[src/hdl/ist_pkg.sv]
// Contract
// - Outside idle sleep, own or general call address still matches from bus clock.
// - After a wake-up match, SCL is held low until software clears int_flag.
// - After waking from deep sleep the data register need not hold the bus byte.
// - Own address with read bit acknowledged gives status 0xA8; a clear ack_enable marks last.
// - Lost arbitration then read-addressed: acknowledge and report status 0xB0.
// - Byte sent and ACK received gives status 0xB8; next byte follows.
// - Byte sent and NACK received gives 0xC0; then not addressed after flag clear.
// - ACK after a last byte gives status 0xC8; then not addressed slave state.
// - Not addressed: own address recognised with ack_enable, general call also needs enable.
// - A start_request left set makes the block generate START once the bus is free.
// - While int_flag is clear the status register reads 0xF8.
// - START or STOP inside a byte or acknowledge is a bus error, status 0x00.
// - Bus error recovery: stop_request plus flag clear, release lines, clear stop only. Here the flag clear alone recovers; stop_request is not needed.
// - Address register holds own address in bits 7..1 and general call enable bit 0.
// - Read direction bit selects transmit operation; write selects receive operation.
// - After the final byte SDA stays released, so the master reads all ones.
package ist_pkg;

	// Timing of the generated START.
	localparam int CLK_PERIOD_NS  = 4;
	localparam int START_HOLD_NS  = 600;
	localparam int START_HOLD_CYC = (START_HOLD_NS + CLK_PERIOD_NS - 1) / CLK_PERIOD_NS;
	localparam logic [7:0] START_HOLD_LOAD = 8'(START_HOLD_CYC - 1);

	// Register word indices; byte address is four times the index.
	localparam logic [2:0] ADR_CONTROL  = 3'h0;
	localparam logic [2:0] ADR_STATUS   = 3'h1;
	localparam logic [2:0] ADR_ADDRESS  = 3'h2;
	localparam logic [2:0] ADR_DATA     = 3'h3;
	localparam logic [2:0] ADR_IRQ_STAT = 3'h4;
	localparam logic [2:0] ADR_IRQ_MASK = 3'h5;

	// Reset values.
	localparam logic [7:0] CTRL_RESET = 8'h00;
	localparam logic [7:0] ADDR_RESET = 8'h00;
	localparam logic [7:0] DATA_RESET = 8'hff;
	localparam logic [1:0] PRESC_RESET = 2'h0;

	// Status codes and status register layout.
	localparam logic [7:0] ST_ADDR_READ = 8'ha8;
	localparam logic [7:0] ST_ARB_READ  = 8'hb0;
	localparam logic [7:0] ST_DATA_ACK  = 8'hb8;
	localparam logic [7:0] ST_DATA_NACK = 8'hc0;
	localparam logic [7:0] ST_LAST_ACK  = 8'hc8;
	localparam logic [7:0] ST_NO_INFO   = 8'hf8;
	localparam logic [7:0] ST_BUS_ERR   = 8'h00;
	localparam logic [7:0] CODE_MASK    = 8'hf8;

	localparam logic [6:0] GENERAL_CALL_ADDRESS = 7'h00;
	localparam logic [3:0] BYTE_BITS = 4'h8;
	localparam logic [3:0] LAST_BIT  = 4'h7;

	// Interrupt status bits.
	localparam int IRQ_W    = 2;
	localparam int IRQ_FLAG = 0;
	localparam int IRQ_BERR = 1;

	typedef struct packed {
		logic       int_flag;
		logic       ack_enable;
		logic       start_request;
		logic       stop_request;
		logic       rsv_3;
		logic       enable;
		logic [1:0] rsv_1_0;
	} ist_ctrl_t;

	typedef struct packed {
		logic [6:0] own_slave_address;
		logic       general_call_enable;
	} ist_addr_t;

	typedef struct packed {
		logic scl;
		logic sda;
	} ist_line_t;

	typedef enum logic [3:0] {
		S_IDLE      = 4'b0000,
		S_ADDR      = 4'b0001,
		S_ADDR_ACK  = 4'b0011,
		S_WAIT_LOAD = 4'b0010,
		S_TX        = 4'b0110,
		S_TX_ACK    = 4'b0111,
		S_WAIT_END  = 4'b0101,
		S_IGNORE    = 4'b0100,
		S_BERR      = 4'b1100,
		S_GEN       = 4'b1101,
		S_MHOLD     = 4'b1111
	} ist_state_t;

endpackage : ist_pkg

[src/hdl/ist_slave_tx.sv]
module ist_slave_tx import ist_pkg::*; (
	input  logic        clk_i,
	input  logic        rst_i,
	input  logic        wb_cyc_i,
	input  logic        wb_stb_i,
	input  logic        wb_we_i,
	input  logic [4:0]  wb_adr_i,
	input  logic [3:0]  wb_sel_i,
	input  logic [31:0] wb_dat_i,
	output logic [31:0] wb_dat_o,
	output logic        wb_ack_o,
	output logic        irq_o,
	input  logic        scl_i,
	output logic        scl_o,
	output logic        scl_oe_n_o,
	input  logic        sda_i,
	output logic        sda_o,
	output logic        sda_oe_n_o,
	input  logic        sleep_i,
	input  logic        arb_lost_i,
	output logic        wake_o,
	output logic        rx_select_o,
	output logic        master_start_o
);

	ist_line_t  line_f;
	ist_line_t  line_q;
	ist_ctrl_t  ctrl;
	ist_ctrl_t  next_ctrl;
	ist_ctrl_t  wr_ctrl_data;
	ist_addr_t  addr_reg;
	ist_state_t state;
	ist_state_t next_state;
	logic [7:0]       data_reg;
	logic [7:0]       status_code;
	logic [1:0]       presc;
	logic [IRQ_W-1:0] irq_stat;
	logic [IRQ_W-1:0] irq_mask;
	logic [IRQ_W-1:0] irq_evt;
	logic [3:0]       bit_cnt;
	logic [7:0]       shreg;
	logic [7:0]       hold_cnt;
	logic             last_byte;
	logic             master_ack;
	logic             arb_pend;
	logic             busy;
	logic             scl_hold_q;

	// Bus lines pass the three-stage synchroniser.
	ist_sync3 #(
		.WIDTH(2)
	) u_sync (
		.clk_i   (clk_i),
		.rst_i   (rst_i),
		.async_i ({scl_i, sda_i}),
		.sync_o  (line_f)
	);

	// Matches a register index.
	function automatic logic hit(input logic [2:0] idx, input logic [2:0] reg_idx);
		return idx == reg_idx;
	endfunction : hit

	// Line events.
	wire scl_rise   = line_f.scl & ~line_q.scl;
	wire scl_fall   = ~line_f.scl & line_q.scl;
	wire start_cond = line_f.scl & line_q.scl & line_q.sda & ~line_f.sda;
	wire stop_cond  = line_f.scl & line_q.scl & ~line_q.sda & line_f.sda;

	// Register bus decode; writes land at the edge where the master sees ack.
	wire       wb_req   = wb_cyc_i & wb_stb_i;
	wire [2:0] wb_idx   = wb_adr_i[4:2];
	wire       wb_wr    = wb_req & wb_we_i & wb_ack_o & wb_sel_i[0];
	wire       wr_ctrl  = wb_wr & hit(wb_idx, ADR_CONTROL);
	wire       wr_stat  = wb_wr & hit(wb_idx, ADR_STATUS);
	wire       wr_addr  = wb_wr & hit(wb_idx, ADR_ADDRESS);
	wire       wr_data  = wb_wr & hit(wb_idx, ADR_DATA);
	wire       wr_istat = wb_wr & hit(wb_idx, ADR_IRQ_STAT);
	wire       wr_imask = wb_wr & hit(wb_idx, ADR_IRQ_MASK);
	assign wr_ctrl_data = wb_dat_i[7:0];

	// Status reads no-information whenever the flag is clear.
	wire [7:0] code_shown = ctrl.int_flag ? status_code : ST_NO_INFO;
	wire [7:0] status_rd  = (code_shown & CODE_MASK) | {6'h00, presc};

	// Read data selection; unmapped words read zero.
	wire [7:0] rd_byte =
		hit(wb_idx, ADR_CONTROL)  ? ctrl :
		hit(wb_idx, ADR_STATUS)   ? status_rd :
		hit(wb_idx, ADR_ADDRESS)  ? addr_reg :
		hit(wb_idx, ADR_DATA)     ? data_reg :
		hit(wb_idx, ADR_IRQ_STAT) ? {6'h00, irq_stat} :
		hit(wb_idx, ADR_IRQ_MASK) ? {6'h00, irq_mask} : 8'h00;

	// Address recognition gated by ack_enable and general call enable.
	wire own_hit   = shreg[7:1] == addr_reg.own_slave_address;
	wire gc_hit    = (shreg[7:1] == GENERAL_CALL_ADDRESS) & addr_reg.general_call_enable;
	wire read_hit  = ctrl.ack_enable & own_hit & shreg[0];
	wire write_hit = ctrl.ack_enable & (own_hit | gc_hit) & ~shreg[0];
	wire addr_done = (state == S_ADDR) & scl_fall & (bit_cnt == BYTE_BITS);

	// START or STOP inside an address byte, data byte or acknowledge.
	wire in_frame = ((state == S_ADDR) & (bit_cnt != 4'h0)) | (state == S_ADDR_ACK) |
		(state == S_TX) | (state == S_TX_ACK);
	wire berr_evt = ctrl.enable & (start_cond | stop_cond) & in_frame;

	// Events that set the interrupt flag, and their status codes.
	wire ack_done = (state == S_ADDR_ACK) & scl_fall;
	wire tx_done  = (state == S_TX_ACK) & scl_fall;
	wire set_int  = ctrl.enable & (ack_done | tx_done | berr_evt);
	wire [7:0] evt_code =
		berr_evt ? ST_BUS_ERR :
		ack_done ? (arb_pend ? ST_ARB_READ : ST_ADDR_READ) :
		~master_ack ? ST_DATA_NACK :
		last_byte ? ST_LAST_ACK : ST_DATA_ACK;

	// Software clearing the flag releases a waiting state; a new set wins.
	wire sw_release = wr_ctrl & wr_ctrl_data.int_flag & ctrl.int_flag & ~set_int;
	wire in_wait    = (state == S_WAIT_LOAD) | (state == S_WAIT_END);
	wire tx_start   = (state == S_WAIT_LOAD) & (next_state == S_TX);

	// Next state of the bus sequencer.
	always_comb begin
		next_state = state;
		if (!ctrl.enable) begin
			next_state = S_IDLE;
		end else if (berr_evt) begin
			next_state = S_BERR;
		end else if (start_cond && state != S_GEN && state != S_MHOLD && state != S_BERR) begin
			next_state = S_ADDR;
		end else if (stop_cond && (state == S_ADDR || state == S_IGNORE)) begin
			next_state = S_IDLE;
		end else begin
			case (state)
				S_IDLE: begin
					if (ctrl.start_request && !busy) begin
						next_state = S_GEN;
					end
				end
				S_ADDR: begin
					if (addr_done) begin
						next_state = read_hit ? S_ADDR_ACK : S_IGNORE;
					end
				end
				S_ADDR_ACK: begin
					if (scl_fall) begin
						next_state = S_WAIT_LOAD;
					end
				end
				S_WAIT_LOAD: begin
					if (sw_release) begin
						next_state = S_TX;
					end
				end
				S_TX: begin
					if (scl_fall && bit_cnt == LAST_BIT) begin
						next_state = S_TX_ACK;
					end
				end
				S_TX_ACK: begin
					if (scl_fall) begin
						next_state = (master_ack && !last_byte) ? S_WAIT_LOAD : S_WAIT_END;
					end
				end
				S_WAIT_END: begin
					if (sw_release) begin
						next_state = busy ? S_IGNORE : S_IDLE;
					end
				end
				S_IGNORE: begin
					next_state = S_IGNORE;
				end
				S_BERR: begin
					if (sw_release) begin
						next_state = S_IDLE;
					end
				end
				S_GEN: begin
					if (hold_cnt == 8'h00) begin
						next_state = S_MHOLD;
					end
				end
				S_MHOLD: begin
					if (ctrl.stop_request) begin
						next_state = S_IDLE;
					end
				end
				default: begin
					next_state = S_IDLE;
				end
			endcase
		end
	end

	// Control register: software writes, flag clears by a one, hardware set wins.
	always_comb begin
		next_ctrl = ctrl;
		if (wr_ctrl) begin
			next_ctrl          = wr_ctrl_data;
			next_ctrl.rsv_3    = 1'b0;
			next_ctrl.rsv_1_0  = 2'h0;
			next_ctrl.int_flag = ctrl.int_flag & ~wr_ctrl_data.int_flag;
		end
		if (set_int) begin
			next_ctrl.int_flag = 1'b1;
		end
		if (state == S_BERR && sw_release) begin
			next_ctrl.stop_request = 1'b0;
		end
		if (state == S_MHOLD && ctrl.stop_request) begin
			next_ctrl.stop_request = 1'b0;
		end
		if (state == S_GEN && next_state == S_MHOLD) begin
			next_ctrl.start_request = 1'b0;
		end
	end

	// Line drive: SDA low for acknowledge, zero data bits and START; SCL low while waiting.
	wire drive_sda = (state == S_ADDR_ACK) | ((state == S_TX) & ~shreg[7]) |
		(state == S_GEN) | (state == S_MHOLD);
	wire drive_scl = in_wait | (state == S_MHOLD);

	// Software visible registers and sequencer state.
	always_ff @(posedge clk_i) begin
		if (rst_i) begin
			ctrl     <= CTRL_RESET;
			addr_reg <= ADDR_RESET;
			presc    <= PRESC_RESET;
			irq_mask <= '0;
			state    <= S_IDLE;
			line_q   <= 2'h3;
		end else begin
			ctrl   <= next_ctrl;
			state  <= next_state;
			line_q <= line_f;
			if (wr_addr) begin
				addr_reg <= wb_dat_i[7:0];
			end
			if (wr_stat) begin
				presc <= wb_dat_i[1:0];
			end
			if (wr_imask) begin
				irq_mask <= wb_dat_i[IRQ_W-1:0];
			end
		end
	end

	// Data register: software loads, the matched address lands only when awake.
	always_ff @(posedge clk_i) begin
		if (rst_i) begin
			data_reg <= DATA_RESET;
		end else if (wr_data) begin
			data_reg <= wb_dat_i[7:0];
		end else if (addr_done && (read_hit || write_hit) && !sleep_i) begin
			data_reg <= shreg;
		end
	end

	// Shift register and bit counter.
	always_ff @(posedge clk_i) begin
		if (rst_i) begin
			shreg   <= 8'h00;
			bit_cnt <= 4'h0;
		end else if (next_state == S_ADDR && state != S_ADDR) begin
			bit_cnt <= 4'h0;
		end else if (state == S_ADDR && scl_rise) begin
			shreg   <= {shreg[6:0], line_f.sda};
			bit_cnt <= bit_cnt + 4'h1;
		end else if (tx_start) begin
			shreg   <= data_reg;
			bit_cnt <= 4'h0;
		end else if (state == S_TX && scl_fall) begin
			shreg   <= {shreg[6:0], 1'b1};
			bit_cnt <= bit_cnt + 4'h1;
		end
	end

	// Transfer bookkeeping: last byte mark, master answer, arbitration and bus busy.
	always_ff @(posedge clk_i) begin
		if (rst_i) begin
			last_byte  <= 1'b0;
			master_ack <= 1'b0;
			arb_pend   <= 1'b0;
			busy       <= 1'b0;
		end else begin
			if (tx_start) begin
				last_byte <= ~wr_ctrl_data.ack_enable;
			end
			if (state == S_TX_ACK && scl_rise) begin
				master_ack <= ~line_f.sda;
			end
			if (arb_lost_i) begin
				arb_pend <= 1'b1;
			end else if (ack_done || stop_cond) begin
				arb_pend <= 1'b0;
			end
			if (start_cond) begin
				busy <= 1'b1;
			end else if (stop_cond) begin
				busy <= 1'b0;
			end
		end
	end

	// Status code, START hold counter and interrupt status.
	assign irq_evt = {berr_evt, set_int};
	always_ff @(posedge clk_i) begin
		if (rst_i) begin
			status_code <= ST_NO_INFO;
			hold_cnt    <= START_HOLD_LOAD;
			irq_stat    <= '0;
		end else begin
			if (set_int) begin
				status_code <= evt_code;
			end
			hold_cnt <= (state == S_GEN) ? hold_cnt - 8'h01 : START_HOLD_LOAD;
			irq_stat <= (irq_stat & ~(wr_istat ? wb_dat_i[IRQ_W-1:0] : '0)) | irq_evt;
		end
	end

	// Registered outputs: lines, bus answer, interrupt, wake level and hand-off pulses.
	always_ff @(posedge clk_i) begin
		if (rst_i) begin
			scl_o          <= 1'b0;
			sda_o          <= 1'b0;
			scl_oe_n_o     <= 1'b1;
			sda_oe_n_o     <= 1'b1;
			scl_hold_q     <= 1'b0;
			wb_ack_o       <= 1'b0;
			wb_dat_o       <= 32'h0000_0000;
			irq_o          <= 1'b0;
			wake_o         <= 1'b0;
			rx_select_o    <= 1'b0;
			master_start_o <= 1'b0;
		end else begin
			scl_o          <= 1'b0;
			sda_o          <= 1'b0;
			scl_hold_q     <= drive_scl;
			sda_oe_n_o     <= ~drive_sda;
			scl_oe_n_o     <= ~(drive_scl | scl_hold_q); // SDA settles before SCL is freed.
			wb_ack_o       <= wb_req & ~wb_ack_o;
			wb_dat_o       <= (wb_req & ~wb_ack_o) ? {24'h00_0000, rd_byte} : wb_dat_o;
			irq_o          <= |(irq_stat & irq_mask);
			wake_o         <= sleep_i & (wake_o | (state == S_ADDR_ACK));
			rx_select_o    <= addr_done & write_hit;
			master_start_o <= (state == S_GEN) & (next_state == S_MHOLD);
		end
	end
endmodule : ist_slave_tx

[src/hdl/ist_sync3.sv]
module ist_sync3 import ist_pkg::*; #(
	parameter int WIDTH = 2
) (
	input  logic             clk_i,
	input  logic             rst_i,
	input  logic [WIDTH-1:0] async_i,
	output logic [WIDTH-1:0] sync_o
);

	logic [WIDTH-1:0] s1;
	logic [WIDTH-1:0] s2;
	logic [WIDTH-1:0] s3;

	// Three stages per line; a line's output follows once stages two and three agree.
	always_ff @(posedge clk_i) begin
		if (rst_i) begin
			s1 <= {WIDTH{1'b1}};
			s2 <= {WIDTH{1'b1}};
			s3 <= {WIDTH{1'b1}};
		end else begin
			s1 <= async_i;
			s2 <= s1;
			s3 <= s2;
		end
	end

	// Per-line agreement filter.
	genvar g;
	generate
		for (g = 0; g < WIDTH; g++) begin : g_line
			always_ff @(posedge clk_i) begin
				if (rst_i) begin
					sync_o[g] <= 1'b1;
				end else if (s2[g] == s3[g]) begin
					sync_o[g] <= s3[g];
				end
			end
		end
	endgenerate

endmodule : ist_sync3

[config.mk]
export PLATFORM = sky130hd
export DESIGN_NAME = ist_slave_tx
export DESIGN_NICKNAME = d
export VERILOG_FILES = /design/src/hdl/ist_pkg.sv /design/src/hdl/ist_slave_tx.sv /design/src/hdl/ist_sync3.sv
export SDC_FILE = /design/constraint.sdc
export NUM_CORES = 1
export LEC_CHECK = 0
export BUFFER_PORTS_ARGS = -buffer_cell sky130_fd_sc_hd__buf_2
export CORE_MARGIN = 1
export CORE_UTILIZATION = 55
export CTS_CLUSTER_SIZE = 24
export DETAILED_ROUTE_END_ITERATION = 8
export PLACE_DENSITY_LB_ADDON = 0.25
export SLEW_MARGIN = 20
export SYNTH_ARGS = -nofsm -noshare
export SYNTH_HDL_FRONTEND = slang
export SYNTH_SLANG_ARGS = --single-unit
export TNS_END_PERCENT = 100
[constraint.sdc]
create_clock -name clk_i -period 3 [get_ports clk_i]
set_input_delay 0.6 -clock clk_i [delete_from_list [all_inputs] [get_ports clk_i]]
set_output_delay 0.6 -clock clk_i [all_outputs]
set_load 0.03 [all_outputs]
==> summary.md <==
| Metric | Value |
|---|---|
| Crit-path cells | or4b_4 > buf_4 > nor4_2 > nand4_1 > a311o_1 > a311o_2 > buf_4 > nor2_1 > a211oi_2 |
| Hold_buf cts | 0 |
| Seq/Total Area, Yosys | 0.389 |
| Setup violators final | 0 |
| Largest net degree at the start of global routing | 62 |
| Via count | 3726 |
| Drt first pass iters | 4 |
| CP max-delay cell | or4b_4 |
| WP buf/inv | 2 |
| Port bufs | 35 |
| Chip Width | 91.7 um |
| GRT Util Overall | 0.258 |
| Share of the synthesized area in the top cell type | 0.389 |
| Final TNS setup | 0 ns |
| Worst Hold Class | register to register |
| Initial Utilization | 0.570 |
| Core area | 7770 um2 |
| Multi-input logic area | 2450 um2 |
| Layout overhead on the synthesized area | 10.3% |
| Worst Tran Pin Value | 0.712 ns |
| # DRC | 0 |
| Final hold vios | 0 |
| Worst VDD drop | 0.000269 V |
| Min Clock Period, post-route | 2.87 ns |
| Inserted Clock Buffers | 9 |
| Clock transition at the registers of the reported paths | 0.08 ns |
| First-pass GRT wire length | 17100 um |
| Fillers | 696 |
| Main combinational cell family by area after synthesis | simple AND/OR/NAND/NOR gates |
| Count of final max-slew check failures | 0 |
| Fmax | 349 MHz |
| Register bit total from synthesis | 86 |
| EDFF count, synth | 0 |
| RSZ-0062 raised after global routing | false |
| Die area | 8410 um2 |
| Die H | 91.7 um |
| WL final | 10400 um |
| Adder-Cell Fraction of Synth Area | 0.0113 |
| Compound-cell area share of the yosys netlist | 0.154 |
| Relative slew slack | 0.525 |
| Share of layout cells above drive strength 1 | 0.200 |
| Crit path largest cell delay | 0.54 ns |
| Site Rows | 32 |
| Util after Layout | 0.629 |
| Largest area contributor in the netlist | dfxtp_1 |
| Post-synthesis xor/xnor area fraction | 0.0356 |
| Final ANT Viol Nets | 0 |
| Final hold slack | 0.402 ns |
| Setup crit start kind | register |
| Post-synthesis simple-gate area fraction | 0.232 |
| Ys flop type | dfxtp_1 |
| Syn Area/Cell | 8.61 um2 |
| DR WL/cell | 15.8 um |
| Lkg Pwr | 0.00187 uW |
| Total gr overflow | 0 |
| YS warnings | 0 |
| Gate Count Post-Synth | 514 |
| Fin crit share | 0.956 |
| Drt via density | 5.68 |
| Proportion of synthesized area in mux cells | 0.0930 |
| Synth Cell Area | 4430 um2 |
| Status | finished clean |
| Worst Clk Skew | 0.0106 ns |
| Clock Tree Root | clkbuf_8 |
| # Max-Cap Violations | 0 |
| GPL Wtd Cong | 0.918 |
| CP max FO | 13 |
| Iter 0 DRT Violations | 196 |
| Vias in the first global route | 3575 |
| Initial antenna violation count | 0 |
| Clk_lat worst skew | 0.36 ns |
| FFs w/ async S/R, synth | 0 |
| Diodes inserted | 0 |
| Post-DP HPWL | 7420 um |
| CTS H-tree lvls | 3 |
| Top post-synthesis cells by area | dfxtp_1 (39%), mux2i_1 (7.0%), nor2_1 (5.3%), buf_4 (4.4%), nand2_1 (3.6%) |
| Critical path's top delay family | simple AND/OR/NAND/NOR gates |
| Crit Path Category | register to register |
| FF+latch area | 1720 um2 |
| CP most frequent cell | buf_4 |
| PwrDens | 450 nW/um2 |
| Clock tree buffer depth | 2 |
| Crit. End Element | register |
| # IOs | 91 |
| Worst EP arrival | 3.08 ns |
| WP data required | 3.22 ns |
| Final-stage net count | 605 |
| CTS tree | built |
| Unique cell type count in the Yosys netlist | 62 |
| Clk sink count | 86 |
## layout by cell type (no fill, tap or decap), types with 5 or more instances in the layout
master    count
a211oi_1      7
a211oi_2      7
a21oi_1      31
buf_2        35
buf_4        21
clkbuf_8     10
conb_1       26
dfxtp_1      86
inv_1        12
mux2_2        9
mux2i_1      31
nand2_1      42
nand2b_1     12
nand3_1      14
nor2_1       63
nor2b_1       5
nor3_1       13
nor4_1        7
o21ai_0      18
or2_2        12
xnor2_1       9
xor2_1        9
## layout make-up
type                    count  area share
multi-input cells         386       0.501
flip-flops and latches     86       0.353
clock buffers              10      0.0282
repair buffers             56      0.0682
inverters                  12     0.00922
clock inverters             4      0.0149
well taps                 102      0.0261
## report_power, final
group	leakage [uW]	internal (uW)	switching, uW
sequential	0.000696	1150	5.11
clock	0.000104	481	405
combinational	0.00107	35.3	118
## Yosys cell counts (3+ instances only)
| master | n |
|---|---|
| nor2b_1 | 5 |
| mux2_2 | 9 |
| a211oi_1 | 7 |
| ha_1 | 4 |
| o21ai_0 | 18 |
| mux2i_1 | 31 |
| nand2b_1 | 12 |
| or2_2 | 12 |
| or3_1 | 4 |
| nor3_1 | 13 |
| a22oi_1 | 4 |
| nor4_1 | 7 |
| dfxtp_1 | 86 |
| xnor2_1 | 9 |
| buf_4 | 26 |
| inv_1 | 12 |
| clkbuf_1 | 22 |
| a21oi_1 | 31 |
| nor3b_1 | 4 |
| nand3_1 | 14 |
| nand4b_1 | 3 |
| a311o_1 | 3 |
| a31oi_1 | 4 |
| buf_6 | 3 |
| a211oi_2 | 7 |
| nand2_1 | 42 |
| and3_1 | 3 |
| xor2_1 | 9 |
| nor2_1 | 63 |
| nor4b_1 | 3 |
| a2111oi_2 | 3 |
## kinds of logic after synthesis
kind of cell / after synthesis
AND/OR/NAND/NOR: 202
AO/OA/AOI/OAI: 96
flip-flops: 86
buffers and inverters: 67
multiplexers: 40
XOR/XNOR: 18
adder cells (fa/ha/maj): 4
other: 1
## per-stage QoR
| step | setup slack [ns] | total power [uW] | cell area, um2 | std cells |
|---|---|---|---|---|
| final | 0.133 | 2200 | 4880 | 656 |
| after floorplan | 0.182 | 1320 | 4520 | 539 |
| after detailed placement | 0.101 | 1340 | 4650 | 642 |
| after CTS | 0.126 | 2210 | 4860 | 656 |
| after global routing | 0.00661 | 2260 | 4880 | 656 |
| after global placement | 0.105 | 1330 | 4650 | 642 |
## path summary, 6_finish.rpt
check	start	to	slack [ns]	depth (start not counted)
worst max-delay path	state[1]	shreg[6]	0.13	9
worst min-delay path	scl_hold_q	scl_oe_n_o	0.40	1
worst max register to register	state[1]	shreg[6]	0.13	9
worst min register to register	scl_hold_q	scl_oe_n_o	0.40	1
## per-layer routing
metal  part of all wire  track usage
met3              0.043       0.0597
met2               0.49        0.434
met4              0.030        0.117
met1               0.44        0.314
met5                  0            0
## timing repair
item | 4_1_cts | 5_1_grt
resized for setup | 0 | 3
endpoints found under the setup margin | 0 | 6
buffers inserted | 0 | 0
No activity file was read; power rests on OpenSTA's default activity.
